## config.mk

```make
export PLATFORM = sky130hd
export DESIGN_NAME = second_buck_channel_regs
export DESIGN_NICKNAME = d
export VERILOG_FILES = /design/src/include/buck2_pkg.sv /design/src/rtl/output_level_decode.sv /design/src/rtl/second_buck_channel_regs.sv
export VERILOG_INCLUDE_DIRS = /design/src /design/src/include
export SDC_FILE = /design/constraint.sdc
export NUM_CORES = 1
export LEC_CHECK = 0
export BUFFER_PORTS_ARGS = -buffer_cell sky130_fd_sc_hd__buf_2
export CAP_MARGIN = 30
export CORE_UTILIZATION = 45
export DETAILED_ROUTE_END_ITERATION = 16
export GPL_TIMING_DRIVEN = 0
export PLACE_DENSITY_LB_ADDON = 0.3
export SLEW_MARGIN = 20
export SYNTH_ARGS = -nofsm -noshare
export SYNTH_HDL_FRONTEND = slang
export SYNTH_SLANG_ARGS = --single-unit
export TNS_END_PERCENT = 1
```

## constraint.sdc

```tcl
create_clock -name core_clk_in -period 4.8 [get_ports core_clk_in]
set_clock_uncertainty 0.1 [all_clocks]
set_input_delay 0.48 -clock core_clk_in [delete_from_list [all_inputs] [get_ports core_clk_in]]
set_output_delay 0.48 -clock core_clk_in [all_outputs]
set_load 0.01 [all_outputs]
```

## src/include/buck2_cfg.svh

```systemverilog
`ifndef BUCK2_CFG_SVH
`define BUCK2_CFG_SVH

// Register byte offsets
`define BUCK2_OFS_LEVEL 8'h20
`define BUCK2_OFS_MODE 8'h21
`define BUCK2_OFS_RSVD 8'h22
`define BUCK2_OFS_ENABLE 8'h23

// Field positions
`define BUCK2_BAND_BIT 6
`define BUCK2_CODE_MSB 5
`define BUCK2_MODE_BIT 0
`define BUCK2_EN_BIT 0
`define BUCK2_PGOOD_BIT 1
`define BUCK2_WEXACT_BIT 2

// Reset values of the writable fields
`define BUCK2_RST_CODE 6'h00
`define BUCK2_RST_BAND 1'h0
`define BUCK2_RST_MODE 1'h0
`define BUCK2_RST_EN 1'h0
`define BUCK2_RST_WEXACT 1'h0

// Output level arithmetic, millivolts
`define BUCK2_LOW_FIRST_CODE 6'h12
`define BUCK2_HIGH_BASE_MV 13'h04e2
`define BUCK2_HIGH_STEP_MV 13'h0032

`endif

```

## src/include/buck2_pkg.sv

```systemverilog
`default_nettype none
package buck2_pkg;
    // One register byte
    typedef logic [7:0] reg_byte_t;
    // Output level code
    typedef logic [5:0] level_code_t;
    // Target level in millivolts
    typedef logic [12:0] millivolt_t;
    // Switching behaviour
    typedef enum logic {mode_auto_skip, mode_fixed_freq} switch_mode_t;
endpackage : buck2_pkg
`default_nettype wire

```

## src/rtl/output_level_decode.sv

```systemverilog
`timescale 1ns/1ps
`default_nettype none
`include "buck2_cfg.svh"

module output_level_decode (
    input wire logic [5:0] level_code_in,
    input wire logic level_band_select_in,
    output logic [12:0] target_mv_out,
    output logic code_valid_out
);
    // Low band steps are uneven, so it is a table, not arithmetic
    buck2_pkg::millivolt_t low_mv;
    // High band is a plain linear ramp
    buck2_pkg::millivolt_t high_mv;
    logic low_valid;

    assign high_mv = `BUCK2_HIGH_BASE_MV
        + 13'({7'h00, level_code_in} * `BUCK2_HIGH_STEP_MV);
    assign low_valid = (level_code_in >= `BUCK2_LOW_FIRST_CODE);

    // Low band lookup; unavailable codes give zero
    always_comb begin
        low_mv = 13'h0000;
        case (level_code_in)
            6'h12: low_mv = 13'h044c;
            6'h13: low_mv = 13'h0465;
            6'h14: low_mv = 13'h047e;
            6'h15: low_mv = 13'h0497;
            6'h16: low_mv = 13'h04b0;
            6'h17: low_mv = 13'h04c9;
            6'h18: low_mv = 13'h04e7;
            6'h19: low_mv = 13'h0500;
            6'h1a: low_mv = 13'h0519;
            6'h1b: low_mv = 13'h0532;
            6'h1c: low_mv = 13'h054b;
            6'h1d: low_mv = 13'h0564;
            6'h1e: low_mv = 13'h057d;
            6'h1f: low_mv = 13'h0596;
            6'h20: low_mv = 13'h05af;
            6'h21: low_mv = 13'h05c8;
            6'h22: low_mv = 13'h05e1;
            6'h23: low_mv = 13'h05fa;
            6'h24: low_mv = 13'h0613;
            6'h25: low_mv = 13'h0631;
            6'h26: low_mv = 13'h064a;
            6'h27: low_mv = 13'h0663;
            6'h28: low_mv = 13'h067c;
            6'h29: low_mv = 13'h0695;
            6'h2a: low_mv = 13'h06ae;
            6'h2b: low_mv = 13'h06c7;
            6'h2c: low_mv = 13'h06e0;
            6'h2d: low_mv = 13'h06f9;
            6'h2e: low_mv = 13'h0712;
            6'h2f: low_mv = 13'h072b;
            6'h30: low_mv = 13'h0744;
            6'h31: low_mv = 13'h0762;
            6'h32: low_mv = 13'h077b;
            6'h33: low_mv = 13'h0794;
            6'h34: low_mv = 13'h07ad;
            6'h35: low_mv = 13'h07c6;
            6'h36: low_mv = 13'h07df;
            6'h37: low_mv = 13'h07f8;
            6'h38: low_mv = 13'h0811;
            6'h39: low_mv = 13'h082a;
            6'h3a: low_mv = 13'h0843;
            6'h3b: low_mv = 13'h085c;
            6'h3c: low_mv = 13'h0875;
            6'h3d: low_mv = 13'h088e;
            6'h3e: low_mv = 13'h0898;
            6'h3f: low_mv = 13'h08c5;
            default: low_mv = 13'h0000;
        endcase
    end

    // Band select picks the high band ramp or the low band table
    assign target_mv_out = level_band_select_in ? high_mv : low_mv;
    assign code_valid_out = level_band_select_in | low_valid;
endmodule : output_level_decode
`default_nettype wire

```

## src/rtl/second_buck_channel_regs.sv

```systemverilog
// Operation
// - Offset 0x20 bits 5:0 hold level code
// - Low band codes below 0x12 unavailable
// - High band: 1.25 V plus 50 mV steps
// - Offset 0x21 bit zero forces fixed frequency
// - Read-only bits ignore writes; all but power good read zero
// - Offset 0x23 bit one shows power good
`timescale 1ns/1ps
`default_nettype none
`include "buck2_cfg.svh"

module second_buck_channel_regs (
    input wire logic core_clk_in,
    input wire logic rst_n_in,
    input wire logic [7:0] reg_addr_in,
    input wire logic [7:0] reg_wdata_in,
    input wire logic reg_wr_in,
    input wire logic reg_rd_in,
    input wire logic power_good_in,
    output logic [7:0] reg_rdata_out,
    output logic reg_ack_out,
    output logic [5:0] level_code_out,
    output logic level_band_select_out,
    output logic switch_mode_out,
    output logic channel_enable_out,
    output logic [12:0] target_mv_out,
    output logic code_valid_out
);
    // Writable fields
    buck2_pkg::level_code_t level_code_q;
    logic level_band_q;
    buck2_pkg::switch_mode_t switch_mode_q;
    logic enable_q;
    // Write-exact bit, stored and read back only
    logic wexact_q;
    // Power-good synchroniser; comparator is asynchronous to us
    logic pgood_meta_q;
    logic pgood_q;
    // Read port
    buck2_pkg::reg_byte_t rdata_q;
    logic ack_q;
    // Decoded target, registered so outputs come from flops
    buck2_pkg::millivolt_t target_mv_q;
    logic code_valid_q;

    // Address decode
    logic hit_level;
    logic hit_mode;
    logic hit_rsvd;
    logic hit_enable;
    logic wr_level;
    logic wr_mode;
    logic wr_enable;
    buck2_pkg::reg_byte_t read_value;
    buck2_pkg::millivolt_t dec_mv;
    logic dec_valid;

    assign hit_level = (reg_addr_in == `BUCK2_OFS_LEVEL);
    assign hit_mode = (reg_addr_in == `BUCK2_OFS_MODE);
    assign hit_rsvd = (reg_addr_in == `BUCK2_OFS_RSVD);
    assign hit_enable = (reg_addr_in == `BUCK2_OFS_ENABLE);
    // Writes to 0x22 or unmapped offsets have no target at all
    assign wr_level = reg_wr_in & hit_level;
    assign wr_mode = reg_wr_in & hit_mode;
    assign wr_enable = reg_wr_in & hit_enable;

    // Read mux; read-only bits other than power good, and unmapped bits, read as zero
    assign read_value =
        hit_level ? {1'b0, level_band_q, level_code_q} :
        hit_mode ? {7'h00, switch_mode_q} :
        hit_enable ? {5'h00, wexact_q, pgood_q, enable_q} :
        8'h00;

    // Level code and band, from offset 0x20
    always_ff @(posedge core_clk_in or negedge rst_n_in) begin
        if (!rst_n_in) begin
            level_code_q <= `BUCK2_RST_CODE;
            level_band_q <= `BUCK2_RST_BAND;
        end else if (wr_level) begin
            // Bit 7 dropped on purpose
            level_code_q <= reg_wdata_in[`BUCK2_CODE_MSB:0];
            level_band_q <= reg_wdata_in[`BUCK2_BAND_BIT];
        end
    end

    // Switching mode, from offset 0x21
    always_ff @(posedge core_clk_in or negedge rst_n_in) begin
        if (!rst_n_in) begin
            switch_mode_q <= buck2_pkg::switch_mode_t'(`BUCK2_RST_MODE);
        end else if (wr_mode) begin
            switch_mode_q <= buck2_pkg::switch_mode_t'(
                reg_wdata_in[`BUCK2_MODE_BIT]);
        end
    end

    // Enable and write-exact bit, from offset 0x23
    always_ff @(posedge core_clk_in or negedge rst_n_in) begin
        if (!rst_n_in) begin
            enable_q <= `BUCK2_RST_EN;
            wexact_q <= `BUCK2_RST_WEXACT;
        end else if (wr_enable) begin
            enable_q <= reg_wdata_in[`BUCK2_EN_BIT];
            // Stored as given; the host must write the default
            wexact_q <= reg_wdata_in[`BUCK2_WEXACT_BIT];
        end
    end

    // Two-flop synchroniser for the power-good comparator
    always_ff @(posedge core_clk_in or negedge rst_n_in) begin
        if (!rst_n_in) begin
            pgood_meta_q <= 1'b0;
            pgood_q <= 1'b0;
        end else begin
            pgood_meta_q <= power_good_in;
            pgood_q <= pgood_meta_q;
        end
    end

    // Read data and acknowledge, one cycle after the strobe
    always_ff @(posedge core_clk_in or negedge rst_n_in) begin
        if (!rst_n_in) begin
            rdata_q <= 8'h00;
            ack_q <= 1'b0;
        end else begin
            ack_q <= reg_wr_in | reg_rd_in;
            if (reg_rd_in) begin
                rdata_q <= read_value;
            end
        end
    end

    // Level decoder
    output_level_decode u_decode (
        .level_code_in(level_code_q),
        .level_band_select_in(level_band_q),
        .target_mv_out(dec_mv),
        .code_valid_out(dec_valid)
    );

    // Registered decode; lags the field by one cycle
    always_ff @(posedge core_clk_in or negedge rst_n_in) begin
        if (!rst_n_in) begin
            target_mv_q <= 13'h0000;
            code_valid_q <= 1'b0;
        end else begin
            target_mv_q <= dec_mv;
            code_valid_q <= dec_valid;
        end
    end

    assign reg_rdata_out = rdata_q;
    assign reg_ack_out = ack_q;
    assign level_code_out = level_code_q;
    assign level_band_select_out = level_band_q;
    assign switch_mode_out = switch_mode_q;
    assign channel_enable_out = enable_q;
    assign target_mv_out = target_mv_q;
    assign code_valid_out = code_valid_q;
endmodule : second_buck_channel_regs
`default_nettype wire

```

==> metrics.txt <==
worst slew pin tran=748 ps; Mapped Area=~2900 µm²; Leakage=1.63 nW; TritonCTS Sinks=34; residual DRC count=0; DR pass1 iterations=6; crit path launch type=flop; setup violators final=0; CP max stage cell=dfrtp_1; Mapped Nets=358; largest net degree at the start of global routing=35; Synth top area share=29.7%; Die Width=roughly 82 µm; Peak VDD IR=about 0.22 mV; reg2reg end=target_mv_out[11]; period utilization=92.6%; Inserted Clock Buffers=5; library cell with the highest instance count after synthesis=ha_1; R2R depth=11; Synth area leaders=dfrtp_1 30%, ha_1 17%, mux2_2 4.7%; GRT Total Usage=22.4%; clk buf depth=2; remaining global-route overflow=0; layout cells sized above 1=26.5%; Crit Path Class=flop to flop; CP Launch Point=level_code_out[1]; Die ar.=6680 µm²; fmax=about 220 MHz; first-pass GRT wire length=11.3 mm; final core utilization=54.8%; # rows=28; crit path cell chain=clkbuf_1 > inv_1 > ha_1 > ha_1 > ha_1 > fa_1 > a211oi_2 > nor2_1 > a31o_2 > or3_1 > o311ai_1; Synth Flop Type=dfrtp_1; synth cell count leaders=38 x ha_1, 34 x dfrtp_1, 19 x inv_1, 19 x nor2_1, 18 x a21oi_1; initial antenna violation count=0; final non-filler cell total=430; Post-synth EDFFs=0; Max Cap Viol=0; CTS clk-pin slew, worst paths=70 ps; CP Max Fanout=10; ant diodes=0; DRT iter0 DRCs=199; via density per instance=~5.8; Yosys cell types=between 60 and 70; unrepaired setup endpoints after global routing=no; shortest period the worst path allows=4440 ps; Port Buffer Count=50; Final Wtd Congestion=0.964; CP Capture Type=flop; I/O pin count=53; CTS tree=built; Post-Place Cells=422; clk_lat worst skew=290 ps; P&R area growth vs syn=15.3%; Pins Over Slew Limit=0; initial core utilization=47.5%; Post-Synthesis Cells=297; Final nets=415; Syn. warnings=0; slew margin rel.=50.1%; fillers=557; overall die height=81.7 µm; vias in the first global route=approximately 2300; Hold WS=~150 ps; Hold/Removal Path Class=primary input to asynchronous set/reset pin; root buf cell=clkbuf_8; outcome=finished, final reports clean; vias post-DR=2510; reg2reg start=level_code_out[1]; multi-input logic area=about 1900 µm²; Detail Route Antenna Nets=0; asr flop ratio synth=100%; WL/cell=16.7 µm; Yosys reg bits=34; R2R Setup Slk=approximately 360 ps; register area=~850 µm²; core area=6030 µm²; hold_buf cts=0; WP data required=4880 ps; Avg Cell Area, Syn=9.63 µm²; post-CTS setup buffer count=0; # H-tree levels=2; DP Wirelength=roughly 5.3 mm; Worst EP arrival=4520 ps; setup TNS=0 ps; Top cell by count, worst path=ha_1; Slowest Stage Delay on Critical Path=roughly 620 ps; final hold vios=0; leading area contributor after synthesis=dfrtp_1; post-CTS sizing=0; PD cells=about 220 nW/µm²; Seq/Total Area, Yosys=29.7%; drt total wl=7.18 mm
-- final cells by class --
cell class	count	area share [%]
Clock buffer	6	2.50
Buffer	15	2.08
Sequential cell	34	25.8
Tap cell	75	2.84
Clock inverter	2	0.379
Multi-Input combinational cell	228	56.6
Inverter	20	2.27
Timing Repair Buffer	50	7.58
-- metrics by stage --
step | setup slack (ps) | total power, mW | instance area [µm²]
2_1_floorplan | 1070 | 0.441 | 2860
3_3_place_gp | 462 | 0.498 | 3210
3_5_place_dp | 423 | 0.503 | 3210
4_1_cts | 369 | 0.726 | 3300
5_1_grt | 95.6 | 0.760 | 3300
6_report | 355 | 0.724 | 3300
-- sequential cells by signal, summed over array words and instances, names as in the netlist --
| signal | count |
|---|---|
| target_mv_out | 13 |
| reg_rdata_out | 7 |
| wexact_q | 1 |
| reg_ack_out | 1 |
| level_band_select_out | 1 |
| level_code_out | 6 |
| channel_enable_out | 1 |
| code_valid_out | 1 |
| switch_mode_out | 1 |
| pgood_meta_q | 1 |
| pgood_q | 1 |
-- where the power goes --
part / internal, mW / leakage (nW) / switching [mW]
registers: 0.299 / 0.462 / 0.0123
clock network: 0.115 / 0.0472 / 0.109
logic: 0.0807 / 1.12 / 0.107
total: 0.495 / 1.63 / 0.229
-- worst max-delay path by stage --
stage                         to  slack, ps
2_1_floorplan  target_mv_out[11]       1070
3_3_place_gp   target_mv_out[11]        460
3_5_place_dp   target_mv_out[11]        420
4_1_cts        target_mv_out[11]        370
5_1_grt        target_mv_out[11]        100
6_report       target_mv_out[11]        360
-- per-layer routing --
layer  vias to the layer above  GRT usage, %  share of wire [%]
li1                       1192             -                  -
met1                      1174          30.9                 43
met2                       132          36.3                 47
met3                        12          2.67                7.7
met4                         0          7.02                1.6
met5                         -             0                  0
-- kinds of logic (layout without fill, tap and decap cells) --
kind of cell,Yosys count,in the layout,synth area share [%]
AOI/OAI and AO/OA,81,81,19.5
xor gates and xnor gates,8,8,2.45
adders and majority gates,40,40,18.0
buffers and inverters,35,93,5.03
DFF,34,34,29.7
muxes,23,23,10.9
other,1,1,0.131
and+or+nand+nor,75,75,14.3
-- cells in the final DEF (no fill, tap or decap), types with 3 or more instances in the layout --
master    instances
nor2b_1           5
a311oi_1          3
dfrtp_1          34
a221oi_1          4
o21ba_2           3
a211oi_1          5
nand2b_1          3
mux4_2            5
mux2_2           12
inv_1            19
clkbuf_8          6
nor2_1           19
buf_2            54
o21ai_0          16
nand3_1           7
a31oi_1           3
a21oi_1          18
o22ai_1           3
nor3_1            3
ha_1             38
mux2i_1           5
and2_1            4
nand2_1          17
xnor2_1           4
clkbuf_1          8
xor2_1            4
-- worst max-delay path, delay by kind of cell, from the launching register on --
kind,cells,cell delay (ps)
AO/OA/AOI/OAI,3,840
adder cells (fa/ha/maj),4,1570
buffers and inverters,2,740
flip-flops,1,620
AND/OR/NAND/NOR,2,470
Power figures use the tool's default switching activity.
